<file path="src/serial_mode_ctrl_pkg.sv">
// Shared constants of the serial mode control and link status block.
// Assumes a 32-bit AHB-Lite register bus with byte addresses on its low eight bits.
package serial_mode_ctrl_pkg;

	// =====================================================================
	// Register map.
	// =====================================================================
	localparam int        ADDR_W            = 8;
	localparam logic [7:0] MMC_OFFSET       = 8'h04;
	localparam logic [7:0] EXT1_OFFSET      = 8'h08;
	localparam logic [7:0] LSR_OFFSET       = 8'h14;

	// =====================================================================
	// Reset values.
	// =====================================================================
	localparam logic [7:0] MMC_RESET        = 8'h00;
	localparam logic [7:0] EXT1_RESET       = 8'h00;
	localparam logic [7:0] LSR_RESET        = 8'h60;

	// =====================================================================
	// Field positions of mode_modem_control.
	// =====================================================================
	localparam int        MMC_TERM_BIT      = 0;
	localparam int        MMC_SEND_BIT      = 1;
	localparam int        MMC_RING_DMA_BIT  = 2;
	localparam int        MMC_GATE_DFR_BIT  = 3;
	localparam int        MMC_LOOP_BIT      = 4;
	localparam int        MMC_MODE_LSB      = 5;
	localparam int        MMC_MODE_W        = 3;

	// =====================================================================
	// Field positions of extended_control_one.
	// =====================================================================
	localparam int        EXT1_SELECT_BIT   = 0;
	localparam int        EXT1_LOOP_BIT     = 4;

	// =====================================================================
	// Field positions of link_status.
	// =====================================================================
	localparam int        LSR_RX_DATA_AVAILABLE_BIT      = 0;
	localparam int        LSR_OVR_BIT       = 1;
	localparam int        LSR_PAR_BIT       = 2;
	localparam int        LSR_FRM_BIT       = 3;
	localparam int        LSR_BRK_BIT       = 4;
	localparam int        LSR_TX_READY_FLAG_BIT     = 5;
	localparam int        LSR_TX_EMPTY_FLAG_BIT     = 6;
	localparam int        LSR_SUMMARY_BIT   = 7;

	// =====================================================================
	// Operating modes and bus encodings.
	// =====================================================================
	typedef enum logic [2:0] {
		MODE_SERIAL   = 3'h0,
		MODE_TWO_IR   = 3'h2,
		MODE_PULSE_IR = 3'h3,
		MODE_REMOTE   = 3'h6
	} op_mode_t;

	localparam logic [1:0] HTRANS_NONSEQ    = 2'h2;

endpackage

</file>
<file path="src/serial_mode_ctrl_link_status.sv">
// Mode and modem control plus link status logic of an enhanced serial port.
// Assumes receiver, transmitter and interrupt logic on core_clk, modem pins asynchronous.
//
// Register access over AHB-Lite was chosen for this implementation.
`timescale 1ns/1ps

module serial_mode_ctrl_link_status #(
	parameter int RX_DEPTH = 16
) (
	// Clock and reset.
	input  wire logic        core_clk,
	input  wire logic        rst_b,
	// AHB-Lite slave.
	input  wire logic        hsel,
	input  wire logic [31:0] haddr,
	input  wire logic [1:0]  htrans,
	input  wire logic        hwrite,
	input  wire logic [2:0]  hsize,
	input  wire logic [31:0] hwdata,
	input  wire logic        hready,
	output logic             hreadyout,
	output logic [31:0]      hrdata,
	output logic             hresp,
	// Receiver front end.
	input  wire logic        rx_char_done,
	input  wire logic        rx_char_parity_err,
	input  wire logic        rx_char_frame_err,
	input  wire logic        rx_char_break,
	input  wire logic        rx_char_read,
	input  wire logic        rx_soft_reset,
	input  wire logic        fifos_enabled,
	// Transmitter.
	input  wire logic        tx_data_write,
	input  wire logic        tx_holding_empty,
	input  wire logic        tx_front_idle,
	input  wire logic        tx_fifo_enabled,
	// Interrupt logic.
	input  wire logic        irq_request,
	input  wire logic        link_irq_enable,
	output logic             irq_out,
	output logic             link_status_irq,
	// Modem pins, active low.
	input  wire logic        cts_in_b,
	input  wire logic        dsr_in_b,
	input  wire logic        ri_in_b,
	input  wire logic        dcd_in_b,
	output logic             dtr_out_b,
	output logic             rts_out_b,
	// Modem lines seen by the status logic, high when asserted.
	output logic             cts_line,
	output logic             dsr_line,
	output logic             ri_line,
	output logic             dcd_line,
	// Mode outputs.
	output logic [2:0]       op_mode,
	output logic             op_mode_reserved,
	output logic             dma_to_data_regs,
	output logic             tx_deferral_active,
	output logic             fifo_flush,
	output logic             status_irq_clear,
	output logic             aux_status_clear
);

	// =====================================================================
	// Parameter check.
	// =====================================================================
	localparam int CW = $clog2(RX_DEPTH + 1);

	if (RX_DEPTH < 2 || RX_DEPTH > 64) begin : g_bad_depth
		$error("RX_DEPTH must lie between 2 and 64.");
	end

	// =====================================================================
	// State.
	// =====================================================================
	typedef struct packed {
		logic [3:0]                ctl_low;
		logic [2:0]                mode;
		logic                      loop;
		logic                      ext_sel;
		logic                      ovr;
		logic                      par;
		logic                      frm;
		logic                      break_flag;
		logic                      summary;
		logic                      tx_ready;
		logic                      tx_empty;
		logic [RX_DEPTH-1:0][2:0]  tags;
		logic [CW-1:0]             count;
		logic                      revealed;
		logic                      wr_pend;
		logic [7:0]                wr_addr;
		logic [31:0]               rdata;
		logic [3:0]                mdm_s1;
		logic [3:0]                mdm_s2;
		logic [3:0]                lines;
		logic                      dtr_b;
		logic                      rts_b;
		logic                      flush;
	} state_t;

	localparam logic [CW-1:0] DEPTH_C = CW'(RX_DEPTH);
	localparam logic [CW-1:0] ONE_C   = CW'(1);

	state_t q;
	state_t d;

	logic                     acc;
	logic                     lsr_rd;
	logic                     full;
	logic                     pop;
	logic                     push;
	logic                     err_gate;
	logic [2:0]               new_tag;
	logic [2:0]               eff_mode;
	logic [7:0]               mmc_view;
	logic [7:0]               ext1_view;
	logic [7:0]               lsr_view;
	logic [RX_DEPTH-1:0][2:0] tags_n;
	logic [CW-1:0]            cnt_n;

	// =====================================================================
	// Register views.
	// =====================================================================
	always_comb begin
		mmc_view = serial_mode_ctrl_pkg::MMC_RESET;
		mmc_view[3:0] = q.ctl_low;
		if (q.ext_sel) begin
			mmc_view[serial_mode_ctrl_pkg::MMC_MODE_LSB +: 3] = q.mode;
		end else begin
			mmc_view[serial_mode_ctrl_pkg::MMC_LOOP_BIT] = q.loop;
		end
		ext1_view = serial_mode_ctrl_pkg::EXT1_RESET;
		ext1_view[serial_mode_ctrl_pkg::EXT1_SELECT_BIT] = q.ext_sel;
		ext1_view[serial_mode_ctrl_pkg::EXT1_LOOP_BIT] = q.loop;
		lsr_view = 8'h00;
		lsr_view[serial_mode_ctrl_pkg::LSR_RX_DATA_AVAILABLE_BIT] = (q.count != '0);
		lsr_view[serial_mode_ctrl_pkg::LSR_OVR_BIT] = q.ovr;
		lsr_view[serial_mode_ctrl_pkg::LSR_PAR_BIT] = q.par;
		lsr_view[serial_mode_ctrl_pkg::LSR_FRM_BIT] = q.frm;
		lsr_view[serial_mode_ctrl_pkg::LSR_BRK_BIT] = q.break_flag;
		lsr_view[serial_mode_ctrl_pkg::LSR_TX_READY_FLAG_BIT] = q.tx_ready;
		lsr_view[serial_mode_ctrl_pkg::LSR_TX_EMPTY_FLAG_BIT] = q.tx_empty;
		lsr_view[serial_mode_ctrl_pkg::LSR_SUMMARY_BIT] = q.summary;
	end

	// =====================================================================
	// Next state.
	// =====================================================================
	always_comb begin
		d = q;
		d.flush = 1'b0;

		// =====================================================================
		// Modem pins pass two flip-flops before use.
		// =====================================================================
		d.mdm_s1 = {cts_in_b, dsr_in_b, ri_in_b, dcd_in_b};
		d.mdm_s2 = q.mdm_s1;

		// =====================================================================
		// Bus address phase: reads sample the register view at once.
		// =====================================================================
		acc = hsel & hready & (htrans == serial_mode_ctrl_pkg::HTRANS_NONSEQ ||
			htrans == 2'h3);
		lsr_rd = acc & ~hwrite & (haddr[7:0] == serial_mode_ctrl_pkg::LSR_OFFSET);
		// A stalled data phase keeps its write pending until hready returns.
		if (hready) begin
			d.wr_pend = acc & hwrite;
		end
		if (acc) begin
			d.wr_addr = haddr[7:0];
		end
		if (acc & ~hwrite) begin
			if (haddr[7:0] == serial_mode_ctrl_pkg::MMC_OFFSET) begin
				d.rdata = {24'h000000, mmc_view};
			end else if (haddr[7:0] == serial_mode_ctrl_pkg::EXT1_OFFSET) begin
				d.rdata = {24'h000000, ext1_view};
			end else if (lsr_rd) begin
				d.rdata = {24'h000000, lsr_view};
			end else begin
				d.rdata = 32'h00000000;
			end
		end

		// =====================================================================
		// Bus data phase: writes take hwdata.
		// =====================================================================
		if (q.wr_pend & hready) begin
			if (q.wr_addr == serial_mode_ctrl_pkg::MMC_OFFSET) begin
				d.ctl_low = hwdata[3:0];
				if (q.ext_sel) begin
					d.mode = hwdata[serial_mode_ctrl_pkg::MMC_MODE_LSB +: 3];
				end else begin
					d.loop = hwdata[serial_mode_ctrl_pkg::MMC_LOOP_BIT];
				end
			end else if (q.wr_addr == serial_mode_ctrl_pkg::EXT1_OFFSET) begin
				d.ext_sel = hwdata[serial_mode_ctrl_pkg::EXT1_SELECT_BIT];
				d.loop = hwdata[serial_mode_ctrl_pkg::EXT1_LOOP_BIT];
			end
			// A write to link status stores nothing.
		end

		// =====================================================================
		// Receive storage: FIFO mode holds RX_DEPTH characters, else one.
		// =====================================================================
		eff_mode = q.ext_sel ? q.mode : serial_mode_ctrl_pkg::MODE_SERIAL;
		err_gate = (eff_mode != serial_mode_ctrl_pkg::MODE_REMOTE);
		full = fifos_enabled ? (q.count == DEPTH_C) : (q.count != '0);
		pop = rx_char_read & (q.count != '0);
		push = rx_char_done & ~full;
		new_tag = {rx_char_break, rx_char_frame_err, rx_char_parity_err} &
			{3{err_gate}};
		tags_n = q.tags;
		cnt_n = q.count;
		if (pop) begin
			tags_n = {3'h0, q.tags[RX_DEPTH-1:1]};
			cnt_n = q.count - ONE_C;
			d.revealed = 1'b0;
		end
		if (push) begin
			tags_n[cnt_n] = new_tag;
			cnt_n = cnt_n + ONE_C;
		end
		d.tags = tags_n;
		d.count = cnt_n;

		// =====================================================================
		// Sticky flags: clears first, so a same-cycle event still sets.
		// =====================================================================
		if (lsr_rd | rx_soft_reset) begin
			d.ovr = 1'b0;
			d.par = 1'b0;
			d.frm = 1'b0;
			d.break_flag = 1'b0;
		end
		if (lsr_rd) begin
			d.summary = 1'b0;
		end
		if (rx_char_done & full) begin
			d.ovr = 1'b1;
		end
		if (cnt_n != '0 && !d.revealed) begin
			d.revealed = 1'b1;
			d.par = d.par | tags_n[0][0];
			d.frm = d.frm | tags_n[0][1];
			d.break_flag = d.break_flag | tags_n[0][2];
		end
		if (fifos_enabled & push & (|new_tag)) begin
			d.summary = 1'b1;
		end
		if (!fifos_enabled) begin
			d.summary = 1'b0;
		end

		// =====================================================================
		// Mode change flushes storage and clears pending status.
		// =====================================================================
		if (d.mode != q.mode) begin
			d.flush = 1'b1;
			d.tags = '0;
			d.count = '0;
			d.revealed = 1'b0;
			d.ovr = 1'b0;
			d.par = 1'b0;
			d.frm = 1'b0;
			d.break_flag = 1'b0;
			d.summary = 1'b0;
		end

		// =====================================================================
		// Transmitter flags: a data write clears, as empty input lags it.
		// =====================================================================
		if (tx_data_write) begin
			d.tx_ready = 1'b0;
			d.tx_empty = 1'b0;
		end else begin
			d.tx_ready = tx_holding_empty;
			d.tx_empty = tx_holding_empty & tx_front_idle;
		end

		// =====================================================================
		// Modem lines and pins.
		// =====================================================================
		if (!d.loop) begin
			d.lines = ~q.mdm_s2;
			d.dtr_b = ~d.ctl_low[serial_mode_ctrl_pkg::MMC_TERM_BIT];
			d.rts_b = ~d.ctl_low[serial_mode_ctrl_pkg::MMC_SEND_BIT];
		end else begin
			d.dtr_b = 1'b1;
			d.rts_b = 1'b1;
			if (d.ext_sel) begin
				d.lines = {d.ctl_low[1], d.ctl_low[0], d.ctl_low[0], d.ctl_low[1]};
			end else begin
				d.lines = {d.ctl_low[1], d.ctl_low[0], d.ctl_low[2], d.ctl_low[3]};
			end
		end
	end

	// =====================================================================
	// State register.
	// =====================================================================
	always_ff @(posedge core_clk or negedge rst_b) begin
		if (!rst_b) begin
			q <= '0;
			q.tx_ready <= 1'b1;
			q.tx_empty <= 1'b1;
			q.mdm_s1 <= 4'hF;
			q.mdm_s2 <= 4'hF;
			q.dtr_b <= 1'b1;
			q.rts_b <= 1'b1;
		end else begin
			q <= d;
		end
	end

	// =====================================================================
	// Outputs.
	// =====================================================================
	assign hreadyout = 1'b1;
	assign hresp = 1'b0;
	assign hrdata = q.rdata;

	// =====================================================================
	// Interrupt outputs.
	// =====================================================================
	assign irq_out = irq_request & (q.ext_sel | q.loop |
		q.ctl_low[serial_mode_ctrl_pkg::MMC_GATE_DFR_BIT]);
	assign link_status_irq = link_irq_enable & (q.ovr | q.par | q.frm | q.break_flag);

	// =====================================================================
	// Modem outputs.
	// =====================================================================
	assign dtr_out_b = q.dtr_b;
	assign rts_out_b = q.rts_b;
	assign cts_line = q.lines[3];
	assign dsr_line = q.lines[2];
	assign ri_line = q.lines[1];
	assign dcd_line = q.lines[0];

	// =====================================================================
	// Mode outputs.
	// =====================================================================
	assign op_mode = q.ext_sel ? q.mode : serial_mode_ctrl_pkg::MODE_SERIAL;
	assign op_mode_reserved = q.ext_sel & (q.mode != serial_mode_ctrl_pkg::MODE_SERIAL) &
		(q.mode != serial_mode_ctrl_pkg::MODE_TWO_IR) &
		(q.mode != serial_mode_ctrl_pkg::MODE_PULSE_IR) &
		(q.mode != serial_mode_ctrl_pkg::MODE_REMOTE);
	assign dma_to_data_regs = q.ext_sel &
		q.ctl_low[serial_mode_ctrl_pkg::MMC_RING_DMA_BIT];
	assign tx_deferral_active = q.ext_sel & tx_fifo_enabled &
		q.ctl_low[serial_mode_ctrl_pkg::MMC_GATE_DFR_BIT];
	assign fifo_flush = q.flush;
	assign status_irq_clear = q.flush;
	assign aux_status_clear = q.flush;

endmodule // serial_mode_ctrl_link_status

</file>
<file path="config.mk">
export PLATFORM = sky130hd
export DESIGN_NAME = serial_mode_ctrl_link_status
export DESIGN_NICKNAME = d
export VERILOG_FILES = /design/src/serial_mode_ctrl_pkg.sv /design/src/serial_mode_ctrl_link_status.sv
export SDC_FILE = /design/constraint.sdc
export NUM_CORES = 1
export LEC_CHECK = 0
export BUFFER_PORTS_ARGS = -buffer_cell sky130_fd_sc_hd__clkbuf_2
export CAP_MARGIN = 25
export CORE_MARGIN = 1
export CORE_UTILIZATION = 50
export CTS_CLUSTER_SIZE = 10
export DETAILED_ROUTE_END_ITERATION = 12
export PLACE_DENSITY = 0.77
export SLEW_MARGIN = 5
export SYNTH_ARGS = -nofsm -noshare
export SYNTH_HDL_FRONTEND = slang
export SYNTH_SLANG_ARGS = --single-unit
</file>
<file path="constraint.sdc">
create_clock -name core_clk -period 3.8 [get_ports core_clk]
set_input_delay 0.38 -clock core_clk [delete_from_list [all_inputs] [get_ports core_clk]]
set_output_delay 0.38 -clock core_clk [all_outputs]
set_load 0.01 [all_outputs]
</file>
== Word-level counts from Yosys, hierarchy flattened ==
Cells that the tools add are included.
Operators by class
  bitwise gates (word level): 36
  equality and inequality tests: 14
  multiplexer cells: 34
  reductions and logical operators: 9
  $lt $le $gt $ge: 2
  $add $sub $neg: 2
Operators by type and width (count)
  $mux W48: 2
  $mux W54: 1
  $bwmux W48: 1
  $mux W8: 3
  $and A1 B1 Y1: 21
  $eq A8 B3 Y1 const B: 2
  $eq A8 B4 Y1 const B: 2
  $mux W5: 3
  $demux W3 S4: 1
  $mux W1: 12
  $mux W3: 4
  $reduce_bool A5 Y1: 2
  $mux W9: 1
  $or A1 B1 Y1: 9
  $eq A8 B5 Y1 const B: 1
  $mux W7: 1
  $mux W2: 3
  $mux W6: 1
  $ne A3 B2 Y1 const B: 2
  $ne A3 B3 Y1 const B: 2
  $reduce_bool A3 Y1: 2
  $add A5 B1 Y5 const B: 1
  $eq A5 B5 Y1 const B: 1
  $ge A5 B1 Y1 const B: 1
  other kinds (13): 18
Word-level totals
  input port bits: 91
  word-level logic and storage cells: 135
  output and inout port bits: 51
  bits in registers: 126

== Logic depth before layout (Yosys ltp) ==
Gate-level depths: netlist of the first run.
  word-level depth: 12
  mapped depth: 13
  depth with buffers taken out: 11

== Worst setup path before layout of the first run ==
Ideal clock, no wire load.
  kind: register to register
  from: register q[57] in the netlist's numbering
  to: register q, in the netlist lsr_view[2]
  clock period less this slack: 3.065 ns
  buffers on the path: 2
  arrival: 2.944 ns
  stages on the path, launching flop included: 13
  data required time: 3.678 ns
  path slack: 0.735 ns
  library setup time: 0.122 ns
  path through: dfrtp_1 -> buf_2 -> inv_1 -> ha_1 -> or4b_1 -> buf_6 -> nand3_1 -> o31a_1 -> nor2_1 -> ha_1 -> nand3b_1 -> a221o_1 -> a32o_1
RTL lines
  start: declaration: line serial_mode_ctrl_link_status.sv:105  | state_t q;

==> impl_metrics.csv, run 1 <==
group,metric,value,unit
sta,worst_pin_slew,0.9451,ns
sta,rsz0062_at_grt,"false",
sta,min_period,3.424,ns
logic_synthesis,synth_cells,539,
clock_tree,clk_latency,0.37,ns
place,dp_hpwl,8051,µm
floorplan,start_util,52.39,%
logic_synthesis,synth_compound_area_share,19.73,%
logic_synthesis,yosys-top-cells-area,"dfrtp_1, a211oi_1, dfstp_2",
logic_synthesis,yosysWarnings,0,
logic_synthesis,ys_types,58,
logic_synthesis,synth_edf_count,0,
floorplan,core,0.01051,mm²
place,globalplace.congestion,0.8501,
floorplan,ios,142,
grt,grt_pass1_wl,20400,µm
critical_path,worstSetupEndpointType,"register",
grt,grt_pass1_vias,4078,
sta,setup_viol,0,
logic_synthesis,yosysTopAreaCell,"dfrtp_1",
clock_tree,cts_buffer_depth,2,
pwr,ir_drop,0.0002513,V
floorplan,die_h,106.9,µm
drt,ant_nets,0,
critical_path,critPathMaxFanout,45,
logic_synthesis,synthAdderAreaFrac,0.4545,%
job,maxCapViolations,0,
place,dp.cells,700,
place,dp_slack,0.4629,ns
sta,slew_headroom,36.76,%
grt,antenna_found_initial,0,
clock_tree,cts_made_buffers,9,
critical_path,worstPathCellList,"inv_1, ha_1, or4b_1, buf_4, a211oi_1, o211ai_1, nor2_2, a211oi_1, a211oi_1",
floorplan,rows,37,
clock_tree,cts.sink_count,102,
sta,setup_tns,0,ns
final_layout,final_area,0.005947,mm²
drt,routed_via_density,5.961,
critical_path,path_class,"register to register",
critical_path,crit_family,"simple AND/OR/NAND/NOR gates",
grt,gr-total-overflow,0,
critical_path,slowest_stage,"or4b_1",
sta,skew,0.01039,ns
logic_synthesis,yosys_most_used_dff,"dfrtp_1",
logic_synthesis,muxShareOfSynthArea,5.568,%
logic_synthesis,synthArstFlopShare,100.0,%
final_layout,insertedDiodeCount,0,
place,placed_cell_area,0.005743,mm²
drt,vias,4280,
logic_synthesis,yosysSeqAreaShare,46.64,%
grt,grt_usage,22.40,%
logic_synthesis,synth_top_family_by_area,"compound AO/OA/AOI/OAI gates",
clock_tree,cts_tree,"built",
pwr,power.density,578.9,mW/mm²
critical_path,worst-path-buf-inv,2,
critical_path,arrival,3.70,ns
logic_synthesis,synth.avg_cell_area,10.21,µm²
critical_path,cp_slowest_stage_delay,0.74,ns
logic_synthesis,syn-cell-area,0.005505,mm²
final_layout,drive_above_1_share,22.34,%
sta,fin_hold_ws,0.08551,ns
final_layout,fin_util,56.59,%
logic_synthesis,ys_seq_elements,102,
grt,grt_max_degree,83,
logic_synthesis,yosys.area_share.simple,16.77,%
logic_synthesis,netlist.area_leader.share,40.91,%
drt,drt_wl_total,12120,µm
critical_path,cpMostUsedCell,"a211oi_1",
sta,finalMaxSlewViolations,0,
pwr,power,3.442,mW
drt,drc,0,
critical_path,cp-start-kind,"register",
floorplan,die_w,106.9,µm
sta,hold_viol_final,0,
clock_tree,clkTransAtPathRegs,0.10,ns
sta,max_freq,0.2920,GHz
final_layout,syn_to_final_growth,8.023,%
pwr,p_leak,2.696,nW
clock_tree,cts_resized,0,
floorplan,die_area,0.01143,mm²
final_layout,finalNetCount,670,
logic_synthesis,synth-xor-area-share,1.432,%
sta,setup_ws,0.3756,ns
final_layout,instances_no_fill,718,
drt,wl_per_cell,16.88,µm
critical_path,required,4.07,ns
outcome,outcome,"complete, no violations",
place,portBuffers,63,
drt,drtPass1Iterations,5,
sta,fin_crit_sh,90.11,%
worst_hold_path,hold_path.class,"input port to register",
clock_tree,cts_root_buffer,"clkbuf_8",
clock_tree,htreeDepth,3,
drt,drtIter0Drc,365,
## placed cells by master (no fill, tap or decap), types with 4 or more instances in the layout
cell / netlist / layout
a211oi_1: 87 / 87
conb_1: 2 / 26
mux2_2: 13 / 13
inv_1: 14 / 14
dfstp_2: 12 / 12
a22oi_1: 6 / 6
nand3b_1: 7 / 7
and3_1: 43 / 43
nor3_1: 10 / 10
xnor2_1: 8 / 8
clkbuf_8: 0 / 9
a21oi_1: 13 / 13
buf_4: 39 / 12
mux2i_1: 16 / 16
and2_1: 8 / 8
nor2b_1: 7 / 7
nand2b_1: 5 / 5
nand3_1: 5 / 5
o21ai_0: 4 / 4
nor2_2: 8 / 8
clkbuf_2: 1 / 62
dfrtp_1: 90 / 90
a31oi_1: 5 / 4
nor2_1: 38 / 38
nand2_1: 14 / 14
## logic make-up after synthesis
family,count (synthesis)
AOI/OAI and AO/OA,145
xor gates and xnor gates,9
adders and majority gates,2
buffers and inverters,88
DFF,102
muxes,29
other,2
and+or+nand+nor,162
## repair_timing
action                     4_1_cts  5_1_grt
setup endpoints to repair        0        0
hold endpoints to repair         0       15
hold buffers                     0        1
buffers inserted                 0        0
## area by class of cell
cell class                      instances  area, µm²
Clock buffer                           11      131.4
Clock inverter                          5      35.03
Fill cell                             885       4562
Inverter                               14      52.55
Multi-Input combinational cell        373       2532
Sequential cell                       102       2567
Tap cell                              136      170.2
Timing Repair Buffer                   77      457.9
## per-layer routing
| metal | GRT usage, % | share of wire, % | vias up |
|---|---|---|---|
| met2 | 34.47 | 48 | 148 |
| met3 | 4.924 | 5.3 | 14 |
| met1 | 32.06 | 46 | 2115 |
| met4 | 5.773 | 1.3 | 0 |
| li1 | - | - | 2003 |
| met5 | 0 | 0 | - |
## sequential cells by signal (all words and copies together), names as in the netlist
signal,cells
hrdata,8
lsr_view,7
q,70
dcd_line,1
dsr_line,1
cts_line,1
rts_out_b,1
aux_status_clear,1
ri_line,1
d,4
dtr_out_b,1
ext1_view,2
mmc_view,4
## Yosys cell counts (2+ instances only)
cell type and n:
a211oi_1 87, a21boi_0 2, a21oi_1 13, a221o_1 2, a22oi_1 6, a31oi_1 5
a32o_1 3, a32oi_1 2, and2_1 8, and3_1 43, and3b_1 2, buf_2 8
buf_4 39, buf_6 3, clkbuf_1 23, conb_1 2, dfrtp_1 90, dfstp_2 12
ha_1 2, inv_1 14, mux2_2 13, mux2i_1 16, nand2_1 14, nand2b_1 5
nand3_1 5, nand3b_1 7, nor2_1 38, nor2_2 8, nor2b_1 7, nor3_1 10
nor3b_1 2, nor4_1 3, o211ai_1 3, o21ai_0 4, o21bai_1 2, o22ai_1 2
o31a_1 3, o31ai_1 3, o41a_1 2, xnor2_1 8
## final timing paths
kind / from / endpoint / slack [ns] / cells past startpoint
min in group asynchronous: rst_b / q[48] / 0.42 / 2
hold reg to reg: d[9] / q[9] / 0.36 / 0
setup reg to reg: q[58] / q[68] / 0.38 / 9
setup / recovery: q[58] / q[68] / 0.38 / 9
max in group asynchronous: rst_b / q[73] / 2.45 / 4
hold / removal: dcd_in_b / d[7] / 0.09 / 1
## power by group
part / switching, mW / total [mW] / internal, mW
registers: 0.206 / 1.58 / 1.38
logic: 0.687 / 1.24 / 0.556
clock network: 0.377 / 0.617 / 0.240
total: 1.27 / 3.44 / 2.17
## worst reg2reg max path: stages (launching register included)
cell      delay, ns
dfrtp_1        0.49
inv_1          0.12
ha_1           0.31
or4b_1         0.74
buf_4          0.38
a211oi_1       0.28
o211ai_1       0.30
nor2_2         0.36
a211oi_1       0.09
a211oi_1       0.26
Note: power is estimated with default switching activity, not from simulation.
==> run 2: changes to the inputs <==
- CELL_PAD_IN_SITES_DETAIL_PLACEMENT: not set -> 1
- CELL_PAD_IN_SITES_GLOBAL_PLACEMENT: not set -> 1
- CORE_UTILIZATION: 50 -> 41
- PLACE_DENSITY: 0.77 -> 0.82
==> run 2 against run 1 <==
Final cell count up 5.2%. Hold slack better by 0.019 ns. Sequential cell count did not move. Fmax is 1.4% lower. Clock skew down 0.0025 ns. Critical path type unchanged. Critical endpoint is now lsr_view[3].
==> impl_metrics.csv, run 2 (synthesis results as in run 1) <==
group,metric,value,unit
grt,grt_pass1_vias,4457,
final_layout,final_area,0.006147,mm²
clock_tree,cts_setup_buffers,0,
clock_tree,htreeDepth,3,
worst_hold_path,holdCritStartpoint,"dsr_in_b",
final_layout,final-seq-area,0.002567,mm²
drt,vias,4298,
final_layout,finalNetCount,671,
clock_tree,cts_buffer_depth,2,
sta,setup_tns,0,ns
drt,drtPass1Iterations,4,
drt,routed_via_density,5.693,
final_layout,insertedDiodeCount,0,
sta,setup_viol,0,
pwr,p_leak,2.774,nW
floorplan,die_h,117.9,µm
critical_path,setup.worst_path.start,"q[58]",
clock_tree,cts_resized,0,
sta,rsz0062_at_grt,"false",
sta,slew_headroom,35.72,%
floorplan,die_area,0.01389,mm²
final_layout,largest-register,"q",
clock_tree,cts_tree,"built",
place,portBuffers,63,
sta,hold_viol_final,0,
place,placed_cell_area,0.005794,mm²
grt,grt_max_degree,86,
drt,wl_per_cell,18.64,µm
grt,grt_usage,20.98,%
clock_tree,cts_root_buffer,"clkbuf_16",
sta,fin_crit_sh,91.38,%
critical_path,required,4.04,ns
final_layout,fillers,1446,
grt,antenna_found_initial,0,
place,dp_hpwl,9033,µm
pwr,power.density,622.3,mW/mm²
job,maxCapViolations,0,
clock_tree,cts.sink_count,102,
sta,max_freq,0.2880,GHz
final_layout,largest_reg_flops,70,
sta,fin_hold_ws,0.1049,ns
place,globalplace.congestion,0.8237,
drt,drc,0,
floorplan,start_util,42.76,%
sta,worst_pin_slew,0.9607,ns
final_layout,multi_input_area,0.002539,mm²
sta,finalMaxSlewViolations,0,
critical_path,cp-start-kind,"register",
floorplan,ios,142,
critical_path,path_class,"register to register",
final_layout,most-common-layout-cells,"dfrtp_1, a211oi_1, clkbuf_2, and3_1, nor2_1",
critical_path,worstSetupEndpointType,"register",
clock_tree,cts_made_buffers,9,
grt,grt_pass1_wl,23290,µm
critical_path,critPathMaxFanout,51,
outcome,outcome,"complete, no violations",
floorplan,die_w,117.9,µm
place,dp.cells,736,
critical_path,regToRegStartpoint,"q[58]",
clock_tree,clkTransAtPathRegs,0.07,ns
worst_hold_path,hold_path.class,"input port to register",
final_layout,instances_no_fill,755,
drt,drt_wl_total,14080,µm
sta,skew,0.007923,ns
pwr,power,3.825,mW
final_layout,drive_above_1_share,22.98,%
grt,gr-total-overflow,0,
drt,drtIter0Drc,307,
clock_tree,clk_latency,0.36,ns
floorplan,core,0.01288,mm²
final_layout,final_common_cell,"dfrtp_1",
final_layout,syn_to_final_growth,11.66,%
pwr,ir_drop,0.0003032,V
sta,min_period,3.472,ns
critical_path,arrival,3.71,ns
floorplan,rows,41,
drt,ant_nets,0,
==> run 2: power by group <==
part	internal, mW	total (mW)	switching [mW]
Sequential	1.38	1.60	0.220
Combinational	0.557	1.27	0.711
Clock	0.535	0.959	0.425
==> run 2: repair_timing <==
| action | in CTS | in global routing |
|---|---|---|
| endpoints found under the setup margin | 0 | 0 |
| hold buffers | 0 | 1 |
| hold endpoints to repair | 0 | 17 |
==> run 2: worst paths after layout <==
path	depth (start not counted)	endpoint	slack (ns)
min reg2reg	0	q[10]	0.35
max reg2reg	11	lsr_view[3]	0.33
max	11	lsr_view[3]	0.33
min	1	d[9]	0.10
min in group asynchronous	2	q[52]	0.48
max in group asynchronous	4	q[61]	2.39
==> run 2: critical path, cell delays in order, from the launching register on <==
cell      delay (ns)
dfrtp_1         0.52
inv_1           0.12
ha_1            0.22
or4b_1          0.20
buf_4           0.46
nand2_8         0.22
a31oi_4         0.37
nor2_1          0.09
ha_1            0.31
nand3b_1        0.08
a221o_1         0.46
a32o_1          0.30
==> run 2: metal layers <==
metal / part of all wire, % / up-vias / track usage, %
met5: 0 / - / 0
met4: 1.2 / 0 / 5.609
met3: 4.3 / 14 / 4.700
met2: 51 / 96 / 35.55
met1: 43 / 2186 / 26.89
li1: - / 2002 / -
==> run 2: area by class of cell <==
| class | instances | area share [%] |
|---|---|---|
| clock inverters | 6 | 1.119 |
| repair buffers | 78 | 7.572 |
| flip-flops and latches | 102 | 41.77 |
| well taps | 172 | 3.501 |
| multi-input cells | 373 | 41.30 |
| inverters | 14 | 0.8549 |
| clock buffers | 10 | 3.888 |
==> run 2: per-stage QoR <==
| step | utilization (%) | worst slack, ns |
|---|---|---|
| 2_1_floorplan | - | 0.7349 |
| 3_3_place_gp | 45.00 | 0.5563 |
| 3_5_place_dp | 45.00 | 0.4284 |
| 4_1_cts | 47.39 | 0.3804 |
| 5_1_grt | 47.74 | 0.1327 |
| 6_report | 47.74 | 0.3277 |
==> run 3: changes to the inputs <==
- PLACE_DENSITY: 0.82 -> not set
- PLACE_DENSITY_LB_ADDON: not set -> 0.25
==> run 3 against run 2 <==
First-iteration DRC count shrank 34%. Via count fell by 0.14%. Core utilization down 0.14 points. Sequential share of layout area increased by 0.12 points. Critical path depth fell by 3. Hold slack better by 0.0024 ns.
==> impl_metrics.csv, run 3 (synthesis results as in run 1) <==
group,metric,value,unit
floorplan,ios,142,
critical_path,cp-start-kind,"register",
outcome,outcome,"complete, no violations",
floorplan,rows,41,
sta,min_period,3.271,ns
worst_hold_path,hold_depth,1,
final_layout,finalNetCount,672,
place,globalplace.congestion,0.8334,
sta,hold_viol_final,0,
critical_path,setup.worst_path.start,"q[58]",
grt,grt_usage,21.61,%
clock_tree,clkTransAtPathRegs,0.07,ns
final_layout,insertedDiodeCount,0,
final_layout,fin_util,47.60,%
drt,drtPass1Iterations,4,
sta,setup_viol,0,
grt,grt_max_degree,49,
worst_hold_path,worst_hold_path.endpoint,"d[9]",
floorplan,core,0.01288,mm²
final_layout,final_common_cell,"dfrtp_1",
clock_tree,clk_latency,0.35,ns
floorplan,start_util,42.76,%
sta,finalMaxSlewViolations,0,
clock_tree,cts_setup_buffers,0,
critical_path,cp_slowest_stage_delay,0.57,ns
grt,grt_pass1_vias,4521,
place,portBuffers,63,
critical_path,required,4.09,ns
floorplan,die_w,117.9,µm
pwr,ir_drop,0.0002920,V
clock_tree,cts.sink_count,102,
clock_tree,cts_tree,"built",
critical_path,slowest_stage,"nor4b_2",
critical_path,reg2regPathDepth,8,
sta,slew_headroom,36.81,%
drt,drc,0,
critical_path,r2r_slack,0.53,ns
sta,max_freq,0.3057,GHz
final_layout,drive_above_1_share,22.77,%
grt,grt_use_met3,3.246,%
floorplan,die_area,0.01389,mm²
drt,vias,4292,
grt,grtUsageMet1,28.71,%
clock_tree,cts_made_buffers,9,
grt,gr-total-overflow,0,
sta,rsz0062_at_grt,"false",
job,maxCapViolations,0,
grt,met2_usage,34.74,%
drt,drtIter0Drc,203,
critical_path,worstPathCellList,"inv_1, ha_1, nor4b_2, o2bb2ai_1, o211ai_1, nor2_1, mux2i_1, a32o_1",
clock_tree,htreeDepth,3,
final_layout,final_area,0.006130,mm²
sta,skew,0.004844,ns
grt,antenna_found_initial,0,
final_layout,largest_reg_flops,70,
critical_path,worstSetupEndpointType,"register",
final_layout,syn_to_final_growth,11.34,%
drt,wl_per_cell,18.32,µm
sta,fin_crit_sh,86.07,%
critical_path,regToRegStartpoint,"q[58]",
sta,setup_tns,0,ns
drt,routed_via_density,5.677,
critical_path,critPathMaxFanout,9,
critical_path,path_class,"register to register",
sta,worst_pin_slew,0.9407,ns
pwr,power.density,622.2,mW/mm²
clock_tree,holdBufCountCts,1,
drt,ant_nets,0,
grt,grt_pass1_wl,23870,µm
final_layout,largest-register,"q",
grt,top_usage_layer,"met2",
final_layout,most-common-layout-cells,"dfrtp_1, a211oi_1, clkbuf_2, and3_1, nor2_1",
critical_path,arrival,3.56,ns
critical_path,timing.rr.end,"lsr_view[4]",
clock_tree,cts_buffer_depth,2,
worst_hold_path,hold_path.class,"input port to register",
clock_tree,cts_resized,0,
floorplan,die_h,117.9,µm
drt,drt_wl_total,13850,µm
clock_tree,cts_root_buffer,"clkbuf_16",
place,placed_cell_area,0.005809,mm²
worst_hold_path,holdCritStartpoint,"dsr_in_b",
place,dp_hpwl,9380,µm
pwr,p_leak,2.761,nW
run 3: changes by cell type in the layout (fill, tap and decap cells not counted), sizes merged:
cell	change
buf	+1
inv	-2
clkinvlp	+1
clkbuf	+3
clkinv	-2
run 3: layout make-up:
type                            count  area (µm²)
Clock buffer                       13       260.3
Clock inverter                      3       42.54
Fill cell                        1419        6746
Inverter                           14       52.55
Multi-Input combinational cell    373        2539
Sequential cell                   102        2567
Tap cell                          172       215.2
Timing Repair Buffer               79       452.9
run 3: layer usage:
layer,part of all wire (%),up-vias
li1,-,2009
met1,46,2174
met2,48,89
met3,3.0,20
met4,2.2,0
met5,0,-
run 3: worst max path at each step:
| stage | endpoint | slack [ns] |
|---|---|---|
| after floorplan | lsr_view[2] | 0.73 |
| after global placement | lsr_view[2] | 0.60 |
| after detailed placement | q[64] | 0.56 |
| after CTS | lsr_view[4] | 0.54 |
| after global routing | lsr_view[2] | 0.29 |
| final | lsr_view[4] | 0.53 |
run 3: worst max-delay path: cells and delay by family, from the launching register on:
family          cells  cell delay (ns)
buf+inv             1             0.13
compound gates      3             0.98
flops               1             0.49
mux                 1             0.33
fa+ha+maj           1             0.32
simple gates        2             0.97
run 3: through the flow:
step | worst slack (ns) | hold WS [ns] | instances | power [mW]
floorplan | 0.7349 | 0.08441 | 563 | 2.550
global placement | 0.5953 | 0.3460 | 738 | 2.791
detailed placement | 0.5615 | 0.3475 | 738 | 2.859
CTS | 0.5425 | 0.09719 | 755 | 3.836
global route | 0.2906 | 0.09598 | 756 | 4.080
finish | 0.5292 | 0.1073 | 756 | 3.814
run 3: power breakdown:
| part | leakage (nW) | internal [mW] | switching (mW) |
|---|---|---|---|
| clock | 0.146 | 0.546 | 0.402 |
| sequential | 1.29 | 1.38 | 0.217 |
| combinational | 1.32 | 0.562 | 0.710 |
| total | 2.76 | 2.49 | 1.33 |
